## src/fpu_exc_cfg.svh

```systemverilog
// register map, field positions and reset values of the exception sync block
// What this block does
// - numeric start loads instruction and operand pointers
// - masked exception gets default fix-up, continues
// - unmasked exception halts the numeric instruction
// - stack push/pop fault sets flag, invalid
// - pending error freezes before next waiting instruction in compat mode; native mode faults instead
// - no freeze on ignore input or no-wait
// - integer instructions proceed; error seen later
// - wait instruction forces pending error handling
// - handler signalled anytime before next waiting instruction
// - exception flags sticky until clear or reload
// - frozen core waits for an enabled interrupt
// - compat mode plus ignore input: continue
`ifndef FPU_EXC_CFG_SVH
`define FPU_EXC_CFG_SVH
`define REG_CONTROL 4'h0
`define REG_STATUS 4'h1
`define REG_INSTR_PTR 4'h2
`define REG_OPND_PTR 4'h3
`define REG_IRQ_STATUS 4'h4
`define REG_IRQ_CLEAR 4'h5
`define REG_IRQ_ENABLE 4'h6
`define CTL_MASK_LSB 0
`define CTL_NATIVE_BIT 8
`define STS_STACK_FAULT_BIT 6
`define STS_PENDING_BIT 7
`define STS_FROZEN_BIT 8
`define EXC_INVALID_BIT 0
`define MASK_RESET 6'h3f
`define NATIVE_RESET 1'h0
`define IRQ_DETECT_BIT 0
`define IRQ_FREEZE_BIT 1
`define IRQ_STACK_BIT 2
`define IRQ_ENABLE_RESET 3'h0
`endif

```

## src/fpu_exc_pkg.sv

```systemverilog
// types shared by the exception sync block
package fpu_exc_pkg;
    typedef enum logic [1:0] {
        CLASS_INTEGER    = 2'h0,
        CLASS_FPU_WAIT   = 2'h1,
        CLASS_FPU_NOWAIT = 2'h2,
        CLASS_WAIT       = 2'h3
    } instr_class_t;
    typedef enum logic [1:0] {
        ST_RUN    = 2'h1,
        ST_FROZEN = 2'h2
    } sync_state_t;
endpackage

```

## src/sticky_if.sv

```systemverilog
// set, clear and load lines of a bank of sticky bits
`timescale 1ns/100ps
interface sticky_if #(parameter int W = 8);
    logic [W-1:0] set;
    logic [W-1:0] clr;
    logic         load_en;
    logic [W-1:0] load_val;
    logic [W-1:0] q;
    modport owner (input set, input clr, input load_en, input load_val, output q);
    modport user (output set, output clr, output load_en, output load_val, input q);
endinterface

```

## src/sticky_bits.sv

```systemverilog
// bank of sticky bits: a set always wins over a clear or a load
`timescale 1ns/100ps
module sticky_bits #(parameter int W = 8) (
    input wire logic core_clk,
    input wire logic reset,
    input wire logic ce,
    sticky_if.owner  bits
);
    logic [W-1:0] next_q;

    always_comb begin
        next_q = bits.load_en ? bits.load_val : (bits.q & ~bits.clr);
        next_q = next_q | bits.set;
    end

    always_ff @(posedge core_clk or posedge reset) begin
        if (reset) begin
            bits.q <= '0;
        end else if (ce) begin
            bits.q <= next_q;
        end
    end
endmodule

```

## src/fpu_exception_sync_freeze.sv

```systemverilog
// exception synchronisation and freeze logic of the floating-point unit
`timescale 1ns/100ps
`include "fpu_exc_cfg.svh"
module fpu_exception_sync_freeze #(
    parameter int AW    = 32,
    parameter int EXC_W = 6
) (
    input  wire logic                      core_clk,
    input  wire logic                      reset,
    input  wire logic                      ce,
    input  wire logic [3:0]                reg_addr,
    input  wire logic [31:0]               reg_wdata,
    input  wire logic                      reg_wr,
    input  wire logic                      reg_rd,
    output logic [31:0]                    reg_rdata,
    input  wire logic                      instr_req,
    input  wire fpu_exc_pkg::instr_class_t instr_class,
    input  wire logic [AW-1:0]             instr_addr,
    input  wire logic [AW-1:0]             instr_opnd,
    output logic                           instr_accept,
    output logic                           core_freeze,
    output logic                           native_fault,
    input  wire logic                      exc_valid,
    input  wire logic [EXC_W-1:0]          exc_raised,
    input  wire logic                      exc_stack_fault,
    output logic                           fixup_apply,
    output logic                           halt_instr,
    input  wire logic                      flags_clear,
    input  wire logic                      env_load,
    input  wire logic [EXC_W:0]            env_flags,
    input  wire logic                      ignore_numeric_error_input,
    input  wire logic                      intr_request_pin,
    input  wire logic                      core_intr_enable,
    output logic                           intr_take,
    output logic                           float_error_output_n,
    output logic                           irq
);
    // control and pointer state
    logic [EXC_W-1:0] mask;
    logic [EXC_W-1:0] next_mask;
    logic             native_error_mode_bit;
    logic             next_native;
    logic [AW-1:0]    instr_ptr;
    logic [AW-1:0]    next_instr_ptr;
    logic [AW-1:0]    opnd_ptr;
    logic [AW-1:0]    next_opnd_ptr;
    logic [2:0]       irq_enable;
    logic [2:0]       next_irq_enable;

    // pin synchronisers
    logic [2:0]       ign_sync;
    logic [2:0]       next_ign_sync;
    logic [2:0]       int_sync;
    logic [2:0]       next_int_sync;
    logic             ign_level;
    logic             next_ign_level;
    logic             int_level;
    logic             next_int_level;

    // sequencing
    fpu_exc_pkg::sync_state_t state;
    fpu_exc_pkg::sync_state_t next_state;
    logic             next_accept;
    logic             next_freeze;
    logic             next_fault;
    logic             next_take;
    logic             next_fixup;
    logic             next_halt;
    logic             next_float_error_output_n;
    logic             next_irq;
    logic             freeze_evt;
    logic [31:0]      next_rdata;

    // decode
    logic             wr_ctl;
    logic             wr_sts;
    logic             wr_irq_clr;
    logic             wr_irq_en;
    logic [EXC_W-1:0] raised;
    logic             unmasked_hit;
    logic             masked_hit;
    logic             pending;
    logic             pend_now;
    logic             busy;
    logic             waiting;
    logic             numeric;
    logic             new_req;
    logic             int_arrive;

    sticky_if #(.W(EXC_W+1)) flag_bus ();
    sticky_if #(.W(3))       irq_bus ();

    sticky_bits #(.W(EXC_W+1)) u_flags (
        .core_clk (core_clk),
        .reset    (reset),
        .ce       (ce),
        .bits     (flag_bus.owner)
    );

    sticky_bits #(.W(3)) u_irq_flags (
        .core_clk (core_clk),
        .reset    (reset),
        .ce       (ce),
        .bits     (irq_bus.owner)
    );

    assign wr_ctl     = reg_wr && (reg_addr == `REG_CONTROL);
    assign wr_sts     = reg_wr && (reg_addr == `REG_STATUS);
    assign wr_irq_clr = reg_wr && (reg_addr == `REG_IRQ_CLEAR);
    assign wr_irq_en  = reg_wr && (reg_addr == `REG_IRQ_ENABLE);

    // a stack slot fault is reported as an invalid operation
    assign raised = exc_raised | (EXC_W'(exc_stack_fault) << `EXC_INVALID_BIT);
    assign masked_hit   = exc_valid && |(raised & mask);
    assign unmasked_hit = exc_valid && |(raised & ~mask);
    assign pending      = |(flag_bus.q[EXC_W-1:0] & ~mask);
    // a detection in the same cycle as the check already counts
    assign pend_now     = pending | unmasked_hit;
    // the core drops its request one cycle after an answer
    assign busy     = instr_accept | native_fault | intr_take;
    assign waiting  = (instr_class == fpu_exc_pkg::CLASS_FPU_WAIT)
                   || (instr_class == fpu_exc_pkg::CLASS_WAIT);
    assign numeric  = (instr_class == fpu_exc_pkg::CLASS_FPU_WAIT)
                   || (instr_class == fpu_exc_pkg::CLASS_FPU_NOWAIT);
    assign new_req  = instr_req && !busy && (state == fpu_exc_pkg::ST_RUN);
    assign int_arrive = int_level && core_intr_enable;

    // flag bank: all raised bits are recorded, masked or not
    assign flag_bus.set      = exc_valid ? {exc_stack_fault, raised} : '0;
    assign flag_bus.clr      = flags_clear ? '1 : '0;
    assign flag_bus.load_en  = env_load || wr_sts;
    assign flag_bus.load_val = env_load ? env_flags : reg_wdata[EXC_W:0];

    assign irq_bus.set      = {exc_valid && exc_stack_fault, freeze_evt, unmasked_hit};
    assign irq_bus.clr      = wr_irq_clr ? reg_wdata[2:0] : 3'h0;
    assign irq_bus.load_en  = 1'b0;
    assign irq_bus.load_val = 3'h0;

    // synchronisers: a level counts once stages two and three agree
    always_comb begin
        next_ign_sync  = {ign_sync[1:0], ignore_numeric_error_input};
        next_int_sync  = {int_sync[1:0], intr_request_pin};
        next_ign_level = (ign_sync[1] == ign_sync[2]) ? ign_sync[2] : ign_level;
        next_int_level = (int_sync[1] == int_sync[2]) ? int_sync[2] : int_level;
    end

    always_ff @(posedge core_clk or posedge reset) begin
        if (reset) begin
            ign_sync  <= 3'h0;
            int_sync  <= 3'h0;
            ign_level <= 1'b0;
            int_level <= 1'b0;
        end else if (ce) begin
            ign_sync  <= next_ign_sync;
            int_sync  <= next_int_sync;
            ign_level <= next_ign_level;
            int_level <= next_int_level;
        end
    end

    // control registers and context pointers
    always_comb begin
        next_mask       = mask;
        next_native     = native_error_mode_bit;
        next_instr_ptr  = instr_ptr;
        next_opnd_ptr   = opnd_ptr;
        next_irq_enable = irq_enable;
        if (wr_ctl) begin
            next_mask   = reg_wdata[`CTL_MASK_LSB +: EXC_W];
            next_native = reg_wdata[`CTL_NATIVE_BIT];
        end
        if (wr_irq_en) begin
            next_irq_enable = reg_wdata[2:0];
        end
        if (new_req && numeric && next_accept) begin
            next_instr_ptr = instr_addr;
            next_opnd_ptr  = instr_opnd;
        end
    end

    always_ff @(posedge core_clk or posedge reset) begin
        if (reset) begin
            mask                  <= `MASK_RESET;
            native_error_mode_bit <= `NATIVE_RESET;
            instr_ptr             <= '0;
            opnd_ptr              <= '0;
            irq_enable            <= `IRQ_ENABLE_RESET;
        end else if (ce) begin
            mask                  <= next_mask;
            native_error_mode_bit <= next_native;
            instr_ptr             <= next_instr_ptr;
            opnd_ptr              <= next_opnd_ptr;
            irq_enable            <= next_irq_enable;
        end
    end

    // instruction gate and freeze sequencing
    always_comb begin
        next_state  = state;
        next_accept = 1'b0;
        next_fault  = 1'b0;
        next_take   = 1'b0;
        freeze_evt  = 1'b0;
        case (state)
            fpu_exc_pkg::ST_RUN: begin
                if (new_req) begin
                    if (waiting && pend_now && native_error_mode_bit) begin
                        next_fault = 1'b1;
                    end else if (waiting && pend_now && !ign_level) begin
                        next_state = fpu_exc_pkg::ST_FROZEN;
                        freeze_evt = 1'b1;
                    end else begin
                        // integer, no-wait, or ignored error
                        next_accept = 1'b1;
                    end
                end
            end
            fpu_exc_pkg::ST_FROZEN: begin
                if (int_arrive) begin
                    next_state = fpu_exc_pkg::ST_RUN;
                    next_take  = 1'b1;
                end
            end
            default: begin
                next_state = fpu_exc_pkg::ST_RUN;
            end
        endcase
        next_freeze = (next_state == fpu_exc_pkg::ST_FROZEN);
        next_fixup  = masked_hit;
        next_halt   = unmasked_hit;
        // error output only in compatibility reporting mode
        next_float_error_output_n = !(pending && !native_error_mode_bit);
        next_irq    = |(irq_bus.q & irq_enable);
    end

    always_ff @(posedge core_clk or posedge reset) begin
        if (reset) begin
            state                <= fpu_exc_pkg::ST_RUN;
            instr_accept         <= 1'b0;
            core_freeze          <= 1'b0;
            native_fault         <= 1'b0;
            intr_take            <= 1'b0;
            fixup_apply          <= 1'b0;
            halt_instr           <= 1'b0;
            float_error_output_n <= 1'b1;
            irq                  <= 1'b0;
        end else if (ce) begin
            state                <= next_state;
            instr_accept         <= next_accept;
            core_freeze          <= next_freeze;
            native_fault         <= next_fault;
            intr_take            <= next_take;
            fixup_apply          <= next_fixup;
            halt_instr           <= next_halt;
            float_error_output_n <= next_float_error_output_n;
            irq                  <= next_irq;
        end
    end

    // register read port: data stand only in the cycle after the strobe
    always_comb begin
        next_rdata = 32'h0;
        if (reg_rd) begin
            case (reg_addr)
                `REG_CONTROL: begin
                    next_rdata = 32'({native_error_mode_bit, 2'h0, mask});
                end
                `REG_STATUS: begin
                    next_rdata = 32'({core_freeze, pending, flag_bus.q});
                end
                `REG_INSTR_PTR: begin
                    next_rdata = 32'(instr_ptr);
                end
                `REG_OPND_PTR: begin
                    next_rdata = 32'(opnd_ptr);
                end
                `REG_IRQ_STATUS: begin
                    next_rdata = 32'(irq_bus.q);
                end
                `REG_IRQ_ENABLE: begin
                    next_rdata = 32'(irq_enable);
                end
                default: begin
                    next_rdata = 32'h0;
                end
            endcase
        end
    end

    always_ff @(posedge core_clk or posedge reset) begin
        if (reset) begin
            reg_rdata <= 32'h0;
        end else if (ce) begin
            reg_rdata <= next_rdata;
        end
    end
endmodule

```

## config.mk

```make
export PLATFORM = sky130hd
export DESIGN_NAME = fpu_exception_sync_freeze
export DESIGN_NICKNAME = d
export VERILOG_FILES = /design/src/fpu_exc_pkg.sv /design/src/sticky_if.sv /design/src/sticky_bits.sv /design/src/fpu_exception_sync_freeze.sv
export VERILOG_INCLUDE_DIRS = /design/src /design/src/src
export SDC_FILE = /design/constraint.sdc
export NUM_CORES = 1
export LEC_CHECK = 0
export BUFFER_PORTS_ARGS = -buffer_cell sky130_fd_sc_hd__buf_2
export CORE_ASPECT_RATIO = 1.1
export CORE_MARGIN = 4
export CORE_UTILIZATION = 56
export DETAILED_ROUTE_END_ITERATION = 16
export PLACE_DENSITY = 0.85
export SLEW_MARGIN = 20
export SYNTH_ARGS = -nofsm -noshare
export SYNTH_HDL_FRONTEND = slang
export SYNTH_SLANG_ARGS = --single-unit
```

## constraint.sdc

```tcl
create_clock -name core_clk -period 13.8 [get_ports core_clk]
set_input_delay 4.14 -clock core_clk [delete_from_list [all_inputs] [get_ports core_clk]]
set_output_delay 4.14 -clock core_clk [all_outputs]
set_load 0.01 [all_outputs]
```

# Word level (Yosys, flattened, before mapping)
# Index checks and enable logic that the tools add are counted.
# classes
div,0
shift,0
mux,25
mul,0
order_cmp,0
bitwise,15
reduce_logical,33
eq_ne,14
n_addsub,0
# op_table
cell,n
$pmux W32 S6,1
$mux W32,1
$mux W7,4
$and A6 B6 Y6,3
$reduce_or A6 Y1,3
$logic_and A1 B1 Y1,16
$mux W1,13
$eq A4 B3 Y1 const B,3
$reduce_and A2 Y1,5
$eq A2 B2 Y1 const B,4
$eq A4 B2 Y1 const B,2
$mux W2,4
$and A7 B7 Y7,1
$not A7 Y7,1
$or A7 B7 Y7,1
$and A3 B3 Y3,2
$not A6 Y6,1
$or A6 B1 Y6,1
$eq A2 B1 Y1 const B,2
$eq A4 B1 Y1 const B,1
$logic_not A1 Y1,4
$logic_not A4 Y1,1
$pmux W2 S2,1
$logic_or A1 B1 Y1,3
6 further kinds,9
# totals
latch_bits,0
romBits,0
ram_bits,0
register_bits,134
word_cells,108
input_bits,128
mem_count,0

# Depth between registers and ports, before layout
# Gate-level depths: netlist (run 1).
# depth
word_depth,13
ltp_mapped,8
depth_no_buf,7

# By module
# Synthesis (run 1) repeated with hierarchy kept, for this count alone.
# hier_totals
cells_unflattened,520
hier_area_um2,6145.9
# by_module_without_submodules
mod,instances,area_each_um2,cells_each
fpu_exception_sync_freeze,1,5654.2,476
sticky_bits (u_flags),1,346.6,31
sticky_bits (u_irq_flags),1,145.1,13

# Worst setup path after synthesis (run 1)
# Ideal clock, no wire load.
# synth_path
kind,input-to-reg
start,input exc_raised[0]
end,register instr_ptr[31]
arrival_ns,6.049
path_slack_ns,7.626
path_buffers,1
cell_stages,6
path_cell_list,or2_0 a222oi_1 a21oi_1 a2111oi_4 buf_6 mux2_2
# synth_via
elab_chain_len,13
# synth_lines
element,line,rtl
start: declaration,fpu_exception_sync_freeze.sv:24,"input wire logic [EXC_W-1:0] exc_raised,"
$or A6 B1 Y6 (*),fpu_exception_sync_freeze.sv:113,assign raised = exc_raised | (EXC_W'(exc_stack_fault) << `EXC_INVALID_BIT);
$and A6 B6 Y6 (*),fpu_exception_sync_freeze.sv:115,assign unmasked_hit = exc_valid && |(raised & ~mask);
$reduce_or A6 Y1 (*),fpu_exception_sync_freeze.sv:115,
$logic_and A1 B1 Y1 (*),fpu_exception_sync_freeze.sv:115,
$or A1 B1 Y1 (*),fpu_exception_sync_freeze.sv:118,assign pend_now = pending | unmasked_hit;
$logic_and A1 B1 Y1 (*),"fpu_exception_sync_freeze.sv:207, fpu_exception_sync_freeze.sv:209",
$logic_and A1 B1 Y1,fpu_exception_sync_freeze.sv:209,end else if (waiting && pend_now && !ign_level) begin
$mux W1,fpu_exception_sync_freeze.sv:209,
$mux W1 (*),fpu_exception_sync_freeze.sv:207,if (waiting && pend_now && native_error_mode_bit) begin
$mux W1 (*),fpu_exception_sync_freeze.sv:206,if (new_req) begin
$mux W1 (*),fpu_exception_sync_freeze.sv:204,case (state)
$logic_and A1 B1 Y1 (*),fpu_exception_sync_freeze.sv:175,if (new_req && numeric && next_accept) begin
$reduce_and A2 Y1 (no source line) (*),--,
end signal: assignment,fpu_exception_sync_freeze.sv:191,instr_ptr <= next_instr_ptr;
end: declaration,fpu_exception_sync_freeze.sv:43,logic [AW-1:0] instr_ptr;
# Every way passes the cells marked *; elsewhere a longest branch is shown, timed or not.
# A chain may end at the register's enable or synchronous reset.

# Worst setup path after layout (run 1)
# layout_path
start,input exc_stack_fault
end,register instr_ptr[14]
# layout_via
elab_chain_len,13
# layout_lines
element,line,rtl
start: declaration,fpu_exception_sync_freeze.sv:25,"input wire logic exc_stack_fault,"
$or A6 B1 Y6 (*),fpu_exception_sync_freeze.sv:113,
$and A6 B6 Y6 (*),fpu_exception_sync_freeze.sv:115,
$reduce_or A6 Y1 (*),fpu_exception_sync_freeze.sv:115,
$logic_and A1 B1 Y1 (*),fpu_exception_sync_freeze.sv:115,
$or A1 B1 Y1 (*),fpu_exception_sync_freeze.sv:118,
$logic_and A1 B1 Y1 (*),"fpu_exception_sync_freeze.sv:207, fpu_exception_sync_freeze.sv:209",
$logic_and A1 B1 Y1,fpu_exception_sync_freeze.sv:209,
$mux W1,fpu_exception_sync_freeze.sv:209,
$mux W1 (*),fpu_exception_sync_freeze.sv:207,
$mux W1 (*),fpu_exception_sync_freeze.sv:206,
$mux W1 (*),fpu_exception_sync_freeze.sv:204,
$logic_and A1 B1 Y1 (*),fpu_exception_sync_freeze.sv:175,
$reduce_and A2 Y1 (no source line) (*),--,
# Marks and branches as above.

==> impl_metrics.yaml, run 1 <==
timing:
  finalSetupViolCount: 0
  relSlewSlack: 0.321
  clock_skew_ns: 0.00926
  setup_tns_ns: 0
  layout_min_cycle_time_ns: 6.41
  drv_slew: 0
  fmax_mhz: 156
  hold_viol: 0
  period_share: 0.465
  rsz0062_at_grt: "false"
  tightest_slew_ns: 1.01
  worst_slack_ns: 7.39
placed_design:
  port_buffers: 143
  preCtsSetupSlack_ns: 6.98
  gp_congestion: 0.882
  hpwl_um: 10100
yosys:
  synthAdderAreaFrac: 0.00839
  yosysSeqAreaShare: 0.564
  synth.distinct_cells: 43
  synthTopCellsByCount: "dfrtp_1, mux2_2, a22oi_1"
  synth_top_family_by_area: "multiplexers"
  synthSimpleGateAreaFrac: 0.0462
  yosysTopAreaCell: "dfrtp_1"
  netlist_area_mm2: 0.00596
  synth.top_cell.area_share: 0.529
  async_flop_share: 1.00
  synth.avg_cell_area_um2: 12.8
  synth_nets: 596
  yosysMostFrequentCell: "dfrtp_1"
  synthCells: 464
  synth_compound_area_frac: 0.166
  synth_xor_area_frac: 0
  ys.flop_type: "dfrtp_1"
  ys_seq_elements: 134
  synth_mux_area_frac: 0.180
  synth_edf_count: 0
  yosysWarnings: 0
  ys_top_cells_by_area: "dfrtp_1, mux2_2, o2bb2ai_1, a22oi_1, dfstp_2"
cells_and_area:
  area_delta_synth_final_pct: 22.8
  final_layout_size_suffix_gt1_frac: 0.434
  fill_cells: 751
  final_nets: 736
  diodes: 0
clock_tree:
  htree_levels: 4
  clkSinkCount: 134
  cts_tree: "done"
  clkLatencyLatePin_ns: 0.41
  cts_buffer_depth: 2
  clk_pin_slew_ns: 0.05
  cts_setup_buffers: 0
  cts-root-buf: "clkbuf_16"
  cts_buffers: 17
  cts_resized: 0
  cts_hold_buf: 0
route:
  drt-initial-drc-count: 259
  ant_nets: 0
  drcViolationCount: 0
  vias: 4415
  wl_per_cell_um: 19.4
  first_pass_iters: 5
  vias_per_cell: 5.81
  wl_um: 14700
floorplan:
  start_util: 0.574
  rows: 39
  coreArea_mm2: 0.0104
  dieArea_mm2: 0.0124
  die_y_um: 116
  die_x_um: 106
  pin_count: 168
global_route:
  first_global_vias: 4805
  grt_pass1_wl_um: 23800
  grt-ovfl-total: 0
  antenna_found_initial: 0
  grt_max_degree: 73
  grt_use_total: 0.246
critical_path:
  cp.arrival_ns: 6.69
  cp-end-kind: "register"
  cp-startpoint: "exc_stack_fault"
  required_ns: 14.08
  worstReg2RegStart: "mask[3]$_DFFE_PP1P_"
  crit_type: "input port to register"
  ff2ff_path_depth: 6
  start_kind: "input port"
  reg2reg_slack_ns: 10.75
  critPathMaxFanout: 64
  critPathCapture: "instr_ptr[14]$_DFFE_PP0P_"
  reg2reg_to: "instr_ptr[14]$_DFFE_PP0P_"
power:
  leakage_nw: 3.41
  peakVddDrop_v: 0.000128
  power_density_mw_per_mm2: 168
status:
  outcome: "finished clean"
flow_run:
  cap_violations: 0
min_path:
  hold_class: "register to register"
[placed cells by master, fill, tap and decap left out, drive strengths merged, types with 2 or more instances in the layout]
cell type and n:
buf 148, dfrtp 126, mux2 84, a22oi 36
o2bb2ai 34, clkbuf 24, nand2 22, o21ai 21
inv 15, nor2 14, mux2i 13, dfstp 8
a21oi 7, nor2b 7, a222oi 6, a221o 5
nand3 4, ha 4, clkinvlp 4, clkinv 4
a22o 3, a2bb2oi 3, nor3 3, and2 2
and3 2, a2111oi 2
[critical path, stage by stage]
cell	delay, ns
buf_2	0.14
or2_0	0.20
a222oi_1	0.46
a21oi_1	0.22
a2111oi_4	0.36
buf_4	0.66
mux2_2	0.43
[worst min path at each step]
stage | depth (start not counted) | end | slack (ns) | startpoint
5_1_grt | 1 | reg_rdata[13]$_DFFE_PP0P_ | 0.51 | reg_rdata[13]$_DFFE_PP0P_
4_1_cts | 2 | ign_sync[1]$_DFFE_PP0P_ | 0.49 | ign_sync[0]$_DFFE_PP0P_
2_1_floorplan | 2 | int_sync[1]$_DFFE_PP0P_ | 0.45 | int_sync[0]$_DFFE_PP0P_
6_report | 2 | ign_sync[1]$_DFFE_PP0P_ | 0.48 | ign_sync[0]$_DFFE_PP0P_
3_5_place_dp | 1 | reg_rdata[13]$_DFFE_PP0P_ | 0.47 | reg_rdata[13]$_DFFE_PP0P_
3_3_place_gp | 2 | ign_sync[1]$_DFFE_PP0P_ | 0.47 | ign_sync[0]$_DFFE_PP0P_
[where the power goes]
part	total (W)	internal, W	switching [W]
Clock	0.000426	0.000266	0.000160
Combinational	0.000225	0.000128	0.0000972
Sequential	0.000581	0.000512	0.0000685
[area by class of cell]
| class | instances | area [um^2] | area share |
|---|---|---|---|
| clock buffers | 24 | 492 | 0.0672 |
| clock inverters | 8 | 75.1 | 0.0103 |
| inverters | 16 | 62.6 | 0.00854 |
| multi-input cells | 287 | 2400 | 0.327 |
| flip-flops and latches | 134 | 3360 | 0.459 |
| well taps | 143 | 179 | 0.0244 |
| repair buffers | 148 | 753 | 0.103 |
[cells by family after synthesis]
logic type / count (synthesis)
compound gates: 127
buf+inv: 43
mux: 97
simple gates: 59
fa+ha+maj: 4
flops: 134
[metal layers]
layer | track usage | share of wire | vias to the layer above
met1 | 0.303 | 0.42 | 2230
met2 | 0.422 | 0.49 | 150
met3 | 0.0851 | 0.082 | 15
li1 | - | - | 2020
met5 | 0 | 0 | -
met4 | 0.0604 | 0.0088 | 0
[sequential cells by signal, summed over array words and instances, names as in the netlist]
register               count
fixup_apply                1
float_error_output_n       1
native_fault               1
native_error_mode_bit      1
halt_instr                 1
u_flags.bits.q             7
core_freeze                1
ign_sync                   3
u_irq_flags.bits.q         3
instr_accept               1
opnd_ptr                  32
int_sync                   3
state                      2
intr_take                  1
instr_ptr                 32
irq_enable                 3
int_level                  1
irq                        1
mask                       6
ign_level                  1
reg_rdata                 32
[per-stage QoR]
step	cell area (um^2)	cells	util	hold slack [ns]	total power [W]
finish	7320	760	0.704	0.481	0.00123
global route	7320	760	0.704	0.506	0.00130
CTS	7320	760	0.704	0.486	0.00124
detailed placement	6760	728	0.650	0.468	0.000812
global placement	6760	728	0.650	0.465	0.000790
floorplan	5960	464	-	0.446	0.000738
No activity file was read; power rests on OpenSTA's default activity.
==> run 2, diff against run 1 <==
Settings changed: CORE_UTILIZATION 56 to 52, PLACE_DENSITY 0.85 to 0.8.
Clock period 13.8 ns to 6.2 ns, I/O delays scaled along.
==> impl_metrics.yaml, run 2 (synthesized netlist as in run 1, its figures left out) <==
floorplan:
  dieArea_mm2: 0.0132
  die_x_um: 110
  rows: 40
  pin_count: 168
  start_util: 0.539
  die_y_um: 120
  coreArea_mm2: 0.0111
power:
  power_density_mw_per_mm2: 386
  combinationalPowerShare: 0.178
  p_int_w: 0.00211
  clkPwrFrac: 0.369
  leakage_nw: 3.44
  peakVddDrop_v: 0.000256
  seq_power_share: 0.453
  p_sw_w: 0.000742
  finalPower_w: 0.00285
  swShare: 0.260
timing:
  drv_slew: 0
  rsz0062_at_grt: "false"
  hold_viol: 0
  layout_min_cycle_time_ns: 4.02
  tightest_slew_ns: 1.02
  setup_tns_ns: 0
  worst_slack_ns: 2.18
  clock_skew_ns: 0.00626
  fmax_mhz: 249
  period_share: 0.649
  relSlewSlack: 0.320
  finalSetupViolCount: 0
cells_and_area:
  fill_cells: 833
  final_layout_size_suffix_gt1_frac: 0.436
  final_nets: 736
  area_delta_synth_final_pct: 23.9
  layout_commonest_cell: "buf_2"
  final_util: 0.668
  post-route-cell-area_mm2: 0.00739
  diodes: 0
  final_cell_mix: "buf_2, dfrtp_1, mux2_2"
  multi_input_comb_area_mm2: 0.00240
  reg_top3: "instr_ptr (32), opnd_ptr (32), reg_rdata (32)"
  seq_area_mm2: 0.00336
clock_tree:
  cts_setup_buffers: 0
  cts_resized: 0
  cts_tree: "done"
  clk_pin_slew_ns: 0.06
  cts-root-buf: "clkbuf_16"
  cts_buffers: 17
  htree_levels: 4
  clkSinkCount: 134
  cts_buffer_depth: 2
  cts_hold_buf: 0
  clkLatencyLatePin_ns: 0.41
critical_path:
  slowest_stage: "buf_4"
  required_ns: 6.49
  cp-end-kind: "register"
  critPathMaxFanout: 64
  reg2reg_slack_ns: 3.18
  start_kind: "input port"
  ff2ff_path_depth: 6
  cp.arrival_ns: 4.31
  path_cells: "buf_2, or2_0, a222oi_1, a21oi_1, a2111oi_4, buf_4, mux2_2"
  reg2reg_to: "instr_ptr[4]$_DFFE_PP0P_"
  crit_type: "input port to register"
  worstReg2RegStart: "mask[1]$_DFFE_PP1P_"
  critical_path.max_stage_delay_ns: 0.70
route:
  wl_per_cell_um: 19.4
  ant_nets: 0
  vias: 4529
  vias_per_cell: 5.93
  first_pass_iters: 7
  wl_um: 14800
  drcViolationCount: 0
  drt-initial-drc-count: 357
global_route:
  first_global_vias: 4812
  grt_max_degree: 87
  grt_use_total: 0.234
  grt_pass1_wl_um: 24000
  antenna_found_initial: 3
  grt-ovfl-total: 0
placed_design:
  hpwl_um: 9920
  preCtsSetupSlack_ns: 1.79
  port_buffers: 143
  place_area_mm2: 0.00676
  gp_congestion: 0.967
min_path:
  min_path_cells: 2
  holdPathEnd: "ign_sync[1]$_DFFE_PP0P_"
  hold_class: "register to register"
  hp-start: "ign_sync[0]$_DFFE_PP0P_"
flow_run:
  cap_violations: 0
status:
  outcome: "finished clean"
## run 2: layer usage
| metal | part of all wire | wire, um | track usage | vias up |
|---|---|---|---|---|
| li1 | - | - | - | 2026 |
| met1 | 0.39 | 5730 | 0.291 | 2244 |
| met2 | 0.48 | 7090 | 0.366 | 211 |
| met3 | 0.10 | 1530 | 0.0886 | 42 |
| met4 | 0.027 | 401 | 0.0962 | 6 |
| met5 | 0.0023 | 34 | 0 | - |
## run 2: worst max path at each step
stage,startpoint,to,depth (start not counted)
final,exc_stack_fault,instr_ptr[4]$_DFFE_PP0P_,7
after global routing,exc_stack_fault,opnd_ptr[22]$_DFFE_PP0P_,7
after CTS,exc_stack_fault,opnd_ptr[22]$_DFFE_PP0P_,7
after detailed placement,exc_stack_fault,opnd_ptr[17]$_DFFE_PP0P_,7
after global placement,exc_stack_fault,instr_ptr[11]$_DFFE_PP0P_,7
after floorplan,reset,core_freeze$_DFFE_PP0P_,1
## run 2: cell type report
type	count	area share
Inverter	16	0.00881
Multi-Input combinational cell	287	0.325
Clock inverter	12	0.0241
Timing Repair Buffer	148	0.102
Clock buffer	20	0.0605
Sequential cell	134	0.455
Tap cell	147	0.0249
## run 2: through the flow
step                std cells  hold WS, ns
floorplan                 464        0.446
global placement          732        0.465
detailed placement        732        0.468
CTS                       764        0.484
global route              764        0.499
finish                    764        0.478
## run 2: worst max-delay path, delay by kind of cell
kind | cells | cell delay (ns)
AND/OR/NAND/NOR | 1 | 0.20
buffers and inverters | 2 | 0.83
AO/OA/AOI/OAI | 3 | 0.94
multiplexers | 1 | 0.42
## run 2: power groups by stage
stage | sequential (W) | combinational, W | clock (W)
2_1_floorplan | 0.00126 | 0.000383 | 0
3_3_place_gp | 0.00128 | 0.000473 | 0
3_5_place_dp | 0.00130 | 0.000503 | 0
4_1_cts | 0.00129 | 0.000512 | 0.00107
5_1_grt | 0.00132 | 0.000568 | 0.00112
6_report | 0.00129 | 0.000507 | 0.00105
